File: config.mk
export PLATFORM = sky130hd
export DESIGN_NAME = mcc_codec
export DESIGN_NICKNAME = d
export VERILOG_FILES = /design/src/hdl/mcc_codec.v /design/src/hdl/mcc_tone_det.v
export VERILOG_INCLUDE_DIRS = /design/src /design/src/hdl
export SDC_FILE = /design/constraint.sdc
export NUM_CORES = 1
export LEC_CHECK = 0
export ABC_AREA = 1
export BUFFER_PORTS_ARGS = -buffer_cell sky130_fd_sc_hd__buf_2
export CAP_MARGIN = 0
export CELL_PAD_IN_SITES_DETAIL_PLACEMENT = 0
export CELL_PAD_IN_SITES_GLOBAL_PLACEMENT = 1
export CORE_MARGIN = 1
export CORE_UTILIZATION = 41
export DETAILED_ROUTE_END_ITERATION = 8
export MAX_ROUTING_LAYER = met4
export PLACE_DENSITY_LB_ADDON = 0.1
export SYNTH_ARGS = -nofsm -noshare
export SYNTH_HDL_FRONTEND = slang
export SYNTH_HIERARCHICAL = 1
export SYNTH_SLANG_ARGS = --single-unit
File: constraint.sdc
create_clock -name ref_clk_in -period 1.43 [get_ports ref_clk_in]
set_clock_uncertainty 0.05 [all_clocks]
set_input_delay 0.143 -clock ref_clk_in [delete_from_list [all_inputs] [get_ports ref_clk_in]]
set_output_delay 0.143 -clock ref_clk_in [all_outputs]
set_load 0.05 [all_outputs]
File: src/hdl/mcc_defs.vh
// Purpose : constants for the manchester codec with collision translator
// Assumes : 20 MHz reference clock, 10 Mbit/s line rate
// Notes   : times are kept in ns; cycle counts derive from them
`ifndef MCC_DEFS_VH
`define MCC_DEFS_VH

// ----------------------------------------------------------------------
// timing
// ----------------------------------------------------------------------
`define MCC_CLK_NS         50
`define MCC_BIT_NS         100
`define MCC_TX_DIV         2
`define MCC_BIT_CYC        (`MCC_BIT_NS / `MCC_CLK_NS)
`define MCC_JITTER_NS      20
// bits decoded after frame start before data is declared valid
`define MCC_LOCK_BITS      6
// a mid-bit transition is expected every bit; missing for this long = end
`define MCC_EOF_NS         150
`define MCC_EOF_CYC        ((`MCC_EOF_NS + `MCC_CLK_NS - 1) / `MCC_CLK_NS)
// collision pair: transitions in a row to accept, quiet time to drop
`define MCC_COL_ON_CNT     4
`define MCC_COL_OFF_NS     200
`define MCC_COL_OFF_CYC    (`MCC_COL_OFF_NS / `MCC_CLK_NS)

`endif

File: src/hdl/mcc_codec.v
// Purpose : manchester encoder, decoder and collision translator
// Assumes : all pins synchronous to ref_clk_in; attachment-unit mode by pin
// Notes   : two samples per bit, so edge jitter must stay under half a sample
//           the abort flag lasts one cycle; the controller keeps the backoff state
//           abort and collision indicator act only in attachment-unit mode
`timescale 1ns/1ps
`include "mcc_defs.vh"
module mcc_codec
(
   input  wire       ref_clk_in,
   input  wire       rst_in,
   input  wire       aui_mode_in,
   input  wire       tx_en_in,
   input  wire       tx_data_in,
   input  wire       rx_pos_in,
   input  wire       rx_neg_in,
   input  wire       collision_pair_pos_in,
   input  wire       collision_pair_neg_in,
   output reg        tx_clk_out,
   output reg        tx_pos_out,
   output reg        tx_neg_out,
   output reg        rx_clk_out,
   output reg        rx_data_out,
   output reg        rx_valid_out,
   output reg        carrier_out,
   output reg        collision_out,
   output reg        tx_abort_out,
   output reg        col_led_out
);

   // ----------------------------------------------------------------------
   // clock divider
   // ----------------------------------------------------------------------
   // tx_clk_out rises when tx_phase_r goes to 1; the bit is taken on that
   // same cycle so the controller sees data set up on its falling edge
   reg        tx_phase_r;
   always @(posedge ref_clk_in)
   begin
      if (rst_in)
      begin
         tx_phase_r <= 1'b0;
         tx_clk_out <= 1'b0;
      end
      else
      begin
         tx_phase_r <= ~tx_phase_r;
         tx_clk_out <= ~tx_phase_r;
      end
   end

   // ----------------------------------------------------------------------
   // encoder
   // ----------------------------------------------------------------------
   reg        tx_bit_r;
   reg        tx_busy_r;
   wire       col_tone;
   wire       abort_now;

   assign abort_now = aui_mode_in & collision_out;

   always @(posedge ref_clk_in)
   begin
      if (rst_in)
      begin
         tx_bit_r     <= 1'b0;
         tx_busy_r    <= 1'b0;
         tx_pos_out   <= 1'b0;
         tx_neg_out   <= 1'b0;
         tx_abort_out <= 1'b0;
      end
      else
      begin
         tx_abort_out <= abort_now & tx_busy_r;
         if (abort_now | ~tx_en_in)
         begin
            // in attachment-unit mode a collision drops the frame at once; the controller reschedules
            tx_busy_r  <= 1'b0;
            tx_pos_out <= 1'b0;
            tx_neg_out <= 1'b0;
         end
         else if (~tx_phase_r)
         begin
            // first half of a bit carries the complement
            tx_busy_r  <= 1'b1;
            tx_bit_r   <= tx_data_in;
            tx_pos_out <= ~tx_data_in;
            tx_neg_out <= tx_data_in;
         end
         else if (tx_busy_r)
         begin
            tx_pos_out <= tx_bit_r;
            tx_neg_out <= ~tx_bit_r;
         end
      end
   end

   // ----------------------------------------------------------------------
   // decoder
   // ----------------------------------------------------------------------
   // the half-bit phase alternates while the line is busy; a pair of equal
   // samples can only straddle a bit boundary, so it re-locks the phase, and
   // runs of equal bits (a plain 10 MHz square wave) still decode
   reg        rx_last_r;
   reg        rx_half_r;
   reg  [2:0] lock_cnt_r;
   reg  [2:0] gap_cnt_r;
   wire       rx_lvl;
   wire       rx_sig;
   wire       rx_edge;
   wire       mid_edge;

   assign rx_lvl   = rx_pos_in & ~rx_neg_in;
   assign rx_sig   = rx_pos_in ^ rx_neg_in;
   assign rx_edge  = rx_sig & (rx_lvl != rx_last_r);
   assign mid_edge = rx_edge & rx_half_r;

   always @(posedge ref_clk_in)
   begin
      if (rst_in)
      begin
         rx_last_r    <= 1'b0;
         rx_half_r    <= 1'b0;
         lock_cnt_r   <= 3'h0;
         gap_cnt_r    <= 3'h0;
         carrier_out  <= 1'b0;
         rx_clk_out   <= 1'b0;
         rx_data_out  <= 1'b0;
         rx_valid_out <= 1'b0;
      end
      else
      begin
         rx_last_r  <= rx_lvl;
         rx_clk_out <= mid_edge;
         // whole-sample re-lock on every equal pair absorbs edge wander
         if (~rx_sig)
         begin
            // idle line: the first busy sample is taken as a first half
            rx_half_r <= 1'b0;
         end
         else if (rx_edge & rx_half_r)
         begin
            rx_half_r <= 1'b0;
         end
         else
         begin
            rx_half_r <= 1'b1;
         end
         if (mid_edge)
         begin
            rx_data_out <= rx_lvl;
            gap_cnt_r   <= 3'h0;
            carrier_out <= 1'b1;
            if (lock_cnt_r != `MCC_LOCK_BITS)
            begin
               lock_cnt_r <= lock_cnt_r + 3'h1;
            end
            else
            begin
               rx_valid_out <= 1'b1;
            end
         end
         else if (gap_cnt_r >= (`MCC_EOF_CYC - 1))
         begin
            carrier_out  <= 1'b0;
            rx_valid_out <= 1'b0;
            lock_cnt_r   <= 3'h0;
         end
         else
         begin
            gap_cnt_r <= gap_cnt_r + 3'h1;
         end
      end
   end

   // ----------------------------------------------------------------------
   // collision translator
   // ----------------------------------------------------------------------
   // activity follows the transmit request, not tx_busy_r: an abort clears
   // tx_busy_r while the controller may still hold its request
   wire       net_busy;

   assign net_busy = tx_en_in | carrier_out;

   mcc_tone_det u_col_det
   (
      .clk_in     (ref_clk_in),
      .rst_in     (rst_in),
      .pos_in     (collision_pair_pos_in),
      .neg_in     (collision_pair_neg_in),
      .active_out (col_tone)
   );

   always @(posedge ref_clk_in)
   begin
      if (rst_in)
      begin
         collision_out <= 1'b0;
         col_led_out   <= 1'b0;
      end
      else
      begin
         collision_out <= col_tone;
         // heartbeat follows the frame, so tx is idle then; with carrier_out also low the led stays off
         col_led_out   <= aui_mode_in & col_tone & net_busy;
      end
   end

endmodule

File: src/hdl/mcc_tone_det.v
// Purpose : qualifies a toggling differential pair as a valid signal
// Assumes : pair sampled on the reference clock, 10 MHz tone toggles every cycle
// Notes   : single edges from noise do not qualify; quiet gap drops it
`timescale 1ns/1ps
`include "mcc_defs.vh"
module mcc_tone_det
(
   input  wire       clk_in,
   input  wire       rst_in,
   input  wire       pos_in,
   input  wire       neg_in,
   output reg        active_out
);

   reg        last_r;
   reg  [2:0] run_r;
   reg  [3:0] quiet_r;
   wire       lvl;
   wire       edge_seen;

   assign lvl       = pos_in & ~neg_in;
   assign edge_seen = (lvl != last_r) && (pos_in != neg_in);

   always @(posedge clk_in)
   begin
      if (rst_in)
      begin
         last_r     <= 1'b0;
         run_r      <= 3'h0;
         quiet_r    <= 4'h0;
         active_out <= 1'b0;
      end
      else
      begin
         last_r <= lvl;
         if (edge_seen)
         begin
            quiet_r <= 4'h0;
            if (run_r != 3'h7)
            begin
               run_r <= run_r + 3'h1;
            end
            if (run_r >= (`MCC_COL_ON_CNT - 1))
            begin
               active_out <= 1'b1;
            end
         end
         else if (quiet_r >= (`MCC_COL_OFF_CYC - 1))
         begin
            run_r      <= 3'h0;
            active_out <= 1'b0;
         end
         else
         begin
            quiet_r <= quiet_r + 4'h1;
         end
      end
   end

endmodule

# == Word level (Yosys, flattened, before mapping) ==
# Index checks and enable logic that the tools add are counted.
# Widths: inputs -> output; s select.
# op_classes
mux,18
addsub,4
n_reduce_logical,12
shifts,0
n_eq_ne,10
magnitude_cmp,3
multipliers,0
div,0
n_bitwise,19
# op_table
op,count
$mux 3,6
$mux 1,12
$reduce_and 2->1,5
$add 3x1->3 const B,3
$and 1x1->1,8
$not 1->1,8
$reduce_or 2->1,4
$ge 3x2->1 const B,2
$ne 2x2->1 const B,3
$ne 3x3->1 const B,2
$add 4x1->4 const B,1
$ge 4x2->1 const B,1
$ne 2x1->1 const B,2
$reduce_bool 2->1,2
$ne 1x1->1,3
$or 1x1->1,2
$logic_and 1x1->1,1
$xor 1x1->1,1
# totals
regBits,29
romBits,0
ramBits,0
out_inout_bits,10
latch_bits,0
memories,0

# == Longest topological paths before layout ==
# Gate-level depths: netlist (run 1).
# depth
depth_word,7
depth_mapped,9
mapped_depth_nobuf,9

# == Modules after synthesis ==
# The synthesis (run 1) kept the hierarchy.
# by_module_without_submodules
module,instances,seq_area_each_um2,area_per_inst_um2,cells_each
mcc_codec,1,400.4,852.1,100
mcc_tone_det,1,180.2,452.9,61

# == Worst setup path before layout (run 1) ==
# No wires, ideal clock.
# synth_path
path_type,register to register
start,reg tx_phase_r
end,reg tx_neg_out
period_less_slack_ns,1.354
path_slack_ns,0.076
t_required_ns,1.315
n_path_buf,0
path_stages_with_launch,7
setup_time_ns,0.065
arrival_ns,1.240
cell_sequence,dfxtp_1 inv_1 nor2_2 inv_1 o211ai_1 o21ai_1 nor2_1
# synth_via
elab_chain_len,1
elab_cells_between_ends,2
cone_classes,eq/ne (1); mux (1)
# synth_rtl
item,line_no,source
"start, declared",mcc_codec.v:36,reg tx_phase_r;
"start signal, assigned",mcc_codec.v:46,tx_phase_r <= ~tx_phase_r;
$ne 2x1->1 (no line) or $mux 1 (tied branches),n/a,
"end signal, assigned",mcc_codec.v:87,tx_neg_out <= tx_data_in;
"end signal, assigned",mcc_codec.v:92,tx_neg_out <= ~tx_bit_r;
"end, declared",mcc_codec.v:21,"output reg tx_neg_out,"
# Parallel ways exist; a longest one is shown, timed or not.
# A chain may end at the register's enable or synchronous reset.

# == Worst setup path after layout (run 1) ==
# layout_path
start,reg gap_cnt_r[0]
end,reg lock_cnt_r[2]
# layout_via
elab_chain_len,3
# layout_rtl
item,line_no,source
"start, declared",mcc_codec.v:106,reg [2:0] gap_cnt_r;
"start signal, assigned",mcc_codec.v:170,gap_cnt_r <= gap_cnt_r + 3'h1;
$ge 3x2->1,mcc_codec.v:162,else if (gap_cnt_r >= (`MCC_EOF_CYC - 1))
$reduce_bool 2->1 (no line),n/a,
$reduce_and 2->1 (no line),n/a,
"end signal, assigned",mcc_codec.v:155,lock_cnt_r <= lock_cnt_r + 3'h1;
"end, declared",mcc_codec.v:105,reg [2:0] lock_cnt_r;
# Every way passes these cells.

==> results.rst, run 1 <==
.. list-table::
   :header-rows: 1

   * - Metric
     - Value
   * - Final count of pins violating max slew
     - 0
   * - Fmax
     - 758 MHz
   * - DRC errors left
     - 0
   * - Share of synthesized area occupied by flip-flops and latches
     - 0.445
   * - Row count
     - 20
   * - Worst slew margin
     - 0.830
   * - Final HPWL from detailed placement
     - 1720 um
   * - Number of buffers inserted by post-CTS setup repair
     - 0
   * - I/O Buffers
     - 18
   * - Nature of the critical path endpoint
     - flip-flop
   * - Leftover overflow at the end of global routing
     - 0
   * - Area Overhead vs Synth
     - 16.0%
   * - Hold Path Class
     - primary input to flip-flop
   * - Library cell with the largest summed area after synthesis
     - sky130_fd_sc_hd__dfxtp_1
   * - Crit path buf inv count
     - 1
   * - Maximum number of buffers from clock root to sink
     - 2
   * - Number of clock buffers inserted by TritonCTS
     - 5
   * - Master cell of the clock root buffer
     - sky130_fd_sc_hd__clkbuf_4
   * - Final-report setup violation count
     - 0
   * - Most common cell after layout, fill and taps aside
     - sky130_fd_sc_hd__dfxtp_1
   * - Minimum clock period
     - 1320 ps
   * - Leading post-synthesis cells by cell area
     - sky130_fd_sc_hd__dfxtp_1, sky130_fd_sc_hd__ha_1, sky130_fd_sc_hd__inv_1, sky130_fd_sc_hd__nand2_1, sky130_fd_sc_hd__nor2_1
   * - Family with the most delay on the worst path
     - simple AND/OR/NAND/NOR gates
   * - Area of the mapped netlist
     - 1310 sq um
   * - Final hold viol count
     - 0
   * - Synthesized flop and latch total
     - 29
   * - Slowest CP cell
     - sky130_fd_sc_hd__dfxtp_1
   * - Gpl congestion
     - 0.755
   * - Type of the worst setup path
     - flip-flop to flip-flop
   * - Clock tree from TritonCTS
     - built
   * - CTS H-Tree Depth
     - 2
   * - Arr. time, crit path
     - 1530 ps
   * - Worst vdd rail ir drop
     - 0.532 mV
   * - Power per Cell Area
     - 1120 nW/um^2
   * - Leakage
     - 0.731 nW
   * - Post-detailed-route wirelength per cell
     - 9.93 um
   * - Synth warnings
     - 6
   * - Max-cap viol count
     - 0
   * - Critical path startpoint category
     - flip-flop
   * - I/O pin total
     - 19
   * - Count of clock tree sinks
     - 29
   * - Clk pin slew, worst setup/hold paths
     - 90 ps
   * - M2 GR Usage
     - 0.264
   * - Final antenna-violating net count
     - 0
   * - Met1 demand-to-capacity share in global routing
     - 0.176
   * - Vias per inst
     - 4.44
   * - Total nets after synthesis
     - 180
   * - Req. time, crit path
     - 1640 ps
   * - Maximum fanout along the worst path
     - 4
   * - Cell count after synthesis
     - 161
   * - Register-to-register setup slack
     - 110 ps
   * - Met3 demand-to-capacity share in global routing
     - 0.0615
   * - CTS resizes
     - 0
   * - RSZ-0062 raised after global routing
     - false
   * - Largest net degree at the start of global routing
     - 11
   * - Area share of the largest cell type after synthesis
     - 0.445
   * - GR Util All Layers
     - 0.163
   * - Synthesized area per cell
     - 8.11 sq um
   * - First-pass iteration count of the detailed router
     - 4
   * - Layout cell share with drive strength beyond 1
     - 0.235
   * - Accumulated negative setup slack
     - 0 ps
   * - Worst-case setup slack after placement
     - 73.4 ps
   * - Number of buffers added to fix hold violations after cts
     - 0
   * - Part of the cycle the worst path needs
     - 0.923
   * - Net count, final
     - 205
   * - Worst Setup Slack, final
     - 110 ps
   * - Clock insertion delay at the later pin of the skew report
     - 310 ps
   * - Overall die area
     - 3410 sq um
   * - Most utilized layer in the global route result
     - met2
   * - Global-route wire length before repair
     - 3970 um
   * - Transition time of the tightest slew-check pin
     - 257 ps
   * - Number of global-route vias before repair
     - 961
   * - Run status
     - finished clean
   * - Routed WL
     - 2290 um
   * - Cell type with the highest occurrence count on the critical path
     - sky130_fd_sc_hd__nand2_2
   * - Count of vias placed by the detailed router
     - 1,025
   * - Floorplan die width
     - 58.4 um
   * - Chain of cells forming the critical path
     - inv_1 > ha_1 > nor2_1 > nand2_2 > nand2_2 > nand3_1 > a21oi_2
   * - Antenna fix cells
     - 0
   * - Commonest cells after routing, fill and taps aside
     - sky130_fd_sc_hd__dfxtp_1, sky130_fd_sc_hd__inv_1, sky130_fd_sc_hd__nand2_1
   * - Initial Util
     - 0.431
   * - Fillers
     - 307
   * - Highest cell delay on the worst timing path
     - 360 ps
   * - Initial antenna violation count
     - 0
   * - Core Box Area
     - 3030 sq um
   * - Number of different library cells in the post-synthesis netlist
     - 25
   * - Vertical die dimension
     - 58.4 um
   * - Iteration-0 DRC Markers
     - 29
[synth_stat cells (all sizes together)]
library cell and n:
nand3b 1, or2 1, o211ai 1, nor2 23, o21ba 1, ha 10, nand2 31, nor3 1
inv 30, buf 1, o21ai 4, nand4 2, nand3 10, xor2 2, dfxtp 29, a21oi 14
[report_power, final]
group	switching (W)	internal, W	total (W)	leakage (nW)
clock	0.000262	0.000196	0.000457	0.0265
sequential	0.0000371	0.000863	0.000900	0.237
combinational	0.000221	0.000122	0.000342	0.468
[cells by family after synthesis]
family / Yosys count / share of synthesized area
AO/OA/AOI/OAI: 20 / 0.0882
XOR/XNOR: 2 / 0.0134
adder cells (fa/ha/maj): 10 / 0.0959
buffers and inverters: 31 / 0.0949
flip-flops: 29 / 0.445
AND/OR/NAND/NOR: 69 / 0.263
[area by class of cell]
| class | instances | area, sq um | share of cell area |
|---|---|---|---|
| Inverter | 30 | 113 | 0.0744 |
| Multi-Input combinational cell | 101 | 618 | 0.408 |
| Clock buffer | 8 | 48.8 | 0.0322 |
| Tap cell | 44 | 55.1 | 0.0364 |
| Timing Repair Buffer | 19 | 97.6 | 0.0645 |
| Sequential cell | 29 | 582 | 0.384 |
[per-layer routing]
layer  part of all wire  vias to the layer above  wire length, um
met3              0.038                        2               88
met5                  0                        -                0
met4             0.0083                        0               19
met1               0.48                      458             1110
met2               0.47                       14             1080
li1                   -                      551                -
[stage by stage]
| step | hold WS (ps) | std cells | area, sq um | power, W | utilization |
|---|---|---|---|---|---|
| 2_1_floorplan | 162 | 161 | 1310 | 0.00117 | - |
| 3_3_place_gp | 369 | 223 | 1450 | 0.00124 | 0.478 |
| 3_5_place_dp | 374 | 223 | 1450 | 0.00125 | 0.478 |
| 4_1_cts | 20.0 | 231 | 1500 | 0.00172 | 0.494 |
| 5_1_grt | 26.8 | 231 | 1510 | 0.00183 | 0.500 |
| 6_report | 36.2 | 231 | 1510 | 0.00170 | 0.500 |
[flip-flops by register name (all words and copies together), names as in the netlist, 3 cells and up]
name	count
gap_cnt_r	3
lock_cnt_r	3
u_col_det/quiet_r	4
u_col_det/run_r	3
[worst paths after layout]
| kind | start | end | depth (start not counted) |
|---|---|---|---|
| setup / recovery | gap_cnt_r[0] | lock_cnt_r[2] | 7 |
| hold / removal | rst_in | lock_cnt_r[1] | 2 |
| setup reg to reg | gap_cnt_r[0] | lock_cnt_r[2] | 7 |
| hold reg to reg | tx_phase_r | tx_phase_r | 1 |
Power figures use the tool's default switching activity.
==> run 2: changes to the inputs <==
--- a/config.mk
+++ b/config.mk
@@ -12,7 +12,7 @@
 export CELL_PAD_IN_SITES_DETAIL_PLACEMENT = 0
 export CELL_PAD_IN_SITES_GLOBAL_PLACEMENT = 1
 export CORE_MARGIN = 1
-export CORE_UTILIZATION = 41
+export CORE_UTILIZATION = 37
 export DETAILED_ROUTE_END_ITERATION = 8
 export MAX_ROUTING_LAYER = met4
 export PLACE_DENSITY_LB_ADDON = 0.1
==> constraint.sdc (replaced) <==
create_clock -name ref_clk_in -period 1.15 [get_ports ref_clk_in]
set_clock_uncertainty 0.05 [all_clocks]
set_input_delay 0.115 -clock ref_clk_in [delete_from_list [all_inputs] [get_ports ref_clk_in]]
set_output_delay 0.115 -clock ref_clk_in [all_outputs]
set_load 0.05 [all_outputs]
==> results.rst, run 2 (synthesized netlist as in run 1, its figures left out) <==
.. list-table::
   :header-rows: 1

   * - Metric
     - Value
   * - Share of power burned in the clock network
     - 0.261 (-0.008)
   * - Internal power
     - 0.00167 W (+41%)
   * - Met1 demand-to-capacity share in global routing
     - 0.173 (-0.00247)
   * - Net count, final
     - 218 (+6.3%)
   * - Flip-flop count of the largest register, all copies and words added
     - 4 (unchanged)
   * - Iteration-0 DRC Markers
     - 38 (+31%)
   * - Highest cell delay on the worst timing path
     - 340 ps (-20 ps)
   * - Number of buffers added to fix hold violations after cts
     - 0 (unchanged)
   * - Hold Path Sink
     - tx_abort_out
   * - Maximum number of buffers from clock root to sink
     - 2 (unchanged)
   * - Vertical die dimension
     - 61.4 um (+5.1%)
   * - Transition time of the tightest slew-check pin
     - 319 ps (+62.0 ps)
   * - Hold Path Class
     - primary input to flip-flop
   * - Post-detailed-route wirelength per cell
     - 10.6 um (+6.5%)
   * - Most common cell after layout, fill and taps aside
     - sky130_fd_sc_hd__inv_1
   * - Master cell of the clock root buffer
     - sky130_fd_sc_hd__clkbuf_4
   * - Vias per inst
     - 4.55 (+2.6%)
   * - Initial Util
     - 0.388 (-0.0430)
   * - Failing checks
     - setup timing
   * - DRC errors left
     - 0 (unchanged)
   * - Accumulated negative setup slack
     - -107 ps (-107 ps)
   * - Maximum fanout along the worst path
     - 4 (unchanged)
   * - Met3 demand-to-capacity share in global routing
     - 0.0567 (-0.00482)
   * - Largest register by flop count
     - u_col_det/quiet_r
   * - Worst slew margin
     - 0.787 (-0.0427)
   * - Critical path startpoint category
     - flip-flop
   * - Chain of cells forming the critical path
     - ha_4 > ha_4 > inv_4 > nand4_4 > inv_2 > nand2_1 > a21oi_1
   * - Part of the cycle the worst path needs
     - 1.04 (+0.121)
   * - Overall die area
     - 3770 sq um (+10%)
   * - Req. time, crit path
     - 1350 ps (-290 ps)
   * - Type of the worst setup path
     - flip-flop to flip-flop
   * - Reg power frac
     - 0.465 (-0.065)
   * - Beginning of the worst register-to-register path
     - u_col_det/run_r[0]
   * - Global-route wire length before repair
     - 3860 um (-2.8%)
   * - Final hold viol count
     - 0 (unchanged)
   * - Worst setup path startpoint
     - u_col_det/run_r[0]
   * - Count of vias placed by the detailed router
     - 1,115 (+8.8%)
   * - Final count of pins violating max slew
     - 0 (unchanged)
   * - Worst Setup Slack, final
     - -50.7 ps (-161 ps)
   * - Initial antenna violation count
     - 0 (unchanged)
   * - Nature of the critical path endpoint
     - flip-flop
   * - Cells on Worst Hold Path
     - 3 (+1)
   * - I/O pin total
     - 19 (unchanged)
   * - Largest net degree at the start of global routing
     - 16 (+5)
   * - Antenna fix cells
     - 0 (unchanged)
   * - Worst vdd rail ir drop
     - 0.643 mV (+21%)
   * - Non-Filler Instances
     - 245 (+6.1%)
   * - I/O Buffers
     - 18 (unchanged)
   * - Final antenna-violating net count
     - 0 (unchanged)
   * - Core Box Area
     - 3360 sq um (+11%)
   * - Placed cell count
     - 236 (+5.8%)
   * - Number of global-route vias before repair
     - 972 (+1.1%)
   * - CTS H-Tree Depth
     - 2 (unchanged)
   * - Worst hold start
     - aui_mode_in
   * - Net Sw Frac
     - 0.313 (+0.00776)
   * - Cell type with the highest occurrence count on the critical path
     - sky130_fd_sc_hd__ha_4
   * - Floorplan die width
     - 61.4 um (+5.1%)
   * - Clk pin slew, worst setup/hold paths
     - 90 ps (about the same)
   * - Final-report setup violation count
     - 3 (+3)
   * - First-pass iteration count of the detailed router
     - 4 (unchanged)
   * - Number of clock buffers inserted by TritonCTS
     - 5 (unchanged)
   * - M2 GR Usage
     - 0.238 (-0.0268)
   * - Area Overhead vs Synth
     - 35.9%
   * - Most utilized layer in the global route result
     - met2
   * - Clock tree from TritonCTS
     - built
   * - Gpl congestion
     - 0.758 (+0.48%)
   * - GR Util All Layers
     - 0.152 (-0.0117)
   * - Worst r2r path cells
     - 7 (unchanged)
   * - Net switching component of the power
     - 0.000760 W (+46%)
   * - Arr. time, crit path
     - 1400 ps (-130 ps)
   * - Combinational Power Share
     - 0.274 (+0.073)
   * - Routed WL
     - 2590 um (+13%)
   * - RSZ-0062 raised after global routing
     - true
   * - Leakage
     - 0.815 nW (+11%)
   * - Power per Cell Area
     - 1370 nW/um^2 (+22%)
   * - Minimum clock period
     - 1200 ps (-119 ps)
   * - Fmax
     - 833 MHz (+9.9%)
   * - Row count
     - 21 (+5.0%)
   * - Register-to-register setup slack
     - -50 ps (-160 ps)
   * - Commonest cells after routing, fill and taps aside
     - sky130_fd_sc_hd__inv_1, sky130_fd_sc_hd__nand2_1, sky130_fd_sc_hd__dfxtp_1
   * - Leftover overflow at the end of global routing
     - 0 (unchanged)
   * - Final HPWL from detailed placement
     - 1800 um (+4.4%)
   * - Max-cap viol count
     - 0 (unchanged)
   * - Endpoint of the worst-slack reg-to-reg timing path
     - u_col_det/run_r[1]
   * - Layout cell share with drive strength beyond 1
     - 0.427 (+0.192)
   * - Run status
     - finished with violations
   * - Count of clock tree sinks
     - 29 (unchanged)
   * - Clock insertion delay at the later pin of the skew report
     - 320 ps (about the same)
   * - Slowest CP cell
     - sky130_fd_sc_hd__dfxtp_2
-- run 2: cell types whose count changed in the layout (fill, tap and decap cells not counted), sizes merged --
cell,previous run,this run
buf,19,31
-- run 2: worst max-delay path, delay by kind of cell, from the launching register on --
family          cells  cell delay (ps)
flops               1              340
fa+ha+maj           2              340
simple gates        2              150
buf+inv             2              150
compound gates      1              100
-- run 2: cell type report --
type | count | area [sq um]
clock buffer | 7 | 55.1
sequential | 29 | 591
fill | 357 | 1590
multi-input combinational | 101 | 753
tap | 46 | 57.6
timing repair buffer | 32 | 201
inverter | 30 | 115
-- run 2: layer usage --
| layer | vias to the layer above | share of wire | wire length (um) |
|---|---|---|---|
| met5 | - | 0 | 0 |
| met4 | 0 | 0.019 | 48 |
| met3 | 6 | 0.049 | 127 |
| met2 | 22 | 0.48 | 1230 |
| met1 | 512 | 0.46 | 1180 |
| li1 | 575 | - | - |
-- run 2: worst max path at each step --
stage                                    end  slack, ps  cells after the start
final                     u_col_det/run_r[1]        -50                      7
after global routing      u_col_det/run_r[1]       -110                      7
after CTS                 u_col_det/run_r[2]        -30                      7
after detailed placement       lock_cnt_r[2]       -160                      7
after global placement         lock_cnt_r[1]       -100                      7
after floorplan                   tx_neg_out         -6                      6
-- run 2: what timing repair did --
action,CTS,global route
pin swaps,11,7
hold endpoints to repair,0,0
gates resized for setup,25,17
buffers inserted,2,0
setup endpoints to repair,11,14
-- run 2: stage by stage --
step / setup slack (ps) / utilization / cell area [sq um] / hold slack (ps) / power (W)
final: -50.7 / 0.527 / 1770 / 25.6 / 0.00243
after global routing: -107 / 0.527 / 1770 / 18.1 / 0.00258
after CTS: -25.7 / 0.509 / 1710 / 4.20 / 0.00242
after detailed placement: -162 / 0.458 / 1540 / 356 / 0.00163
after global placement: -105 / 0.458 / 1540 / 354 / 0.00162
after floorplan: -6.24 / - / 1310 / 127 / 0.00146
-- run 2: power by group through the flow --
stage	registers, W	clock network (W)	logic (W)
after floorplan	0.00117	0	0.000290
after global placement	0.00113	0	0.000487
after detailed placement	0.00113	0	0.000501
after CTS	0.00112	0.000664	0.000638
after global routing	0.00114	0.000700	0.000741
final	0.00113	0.000635	0.000664
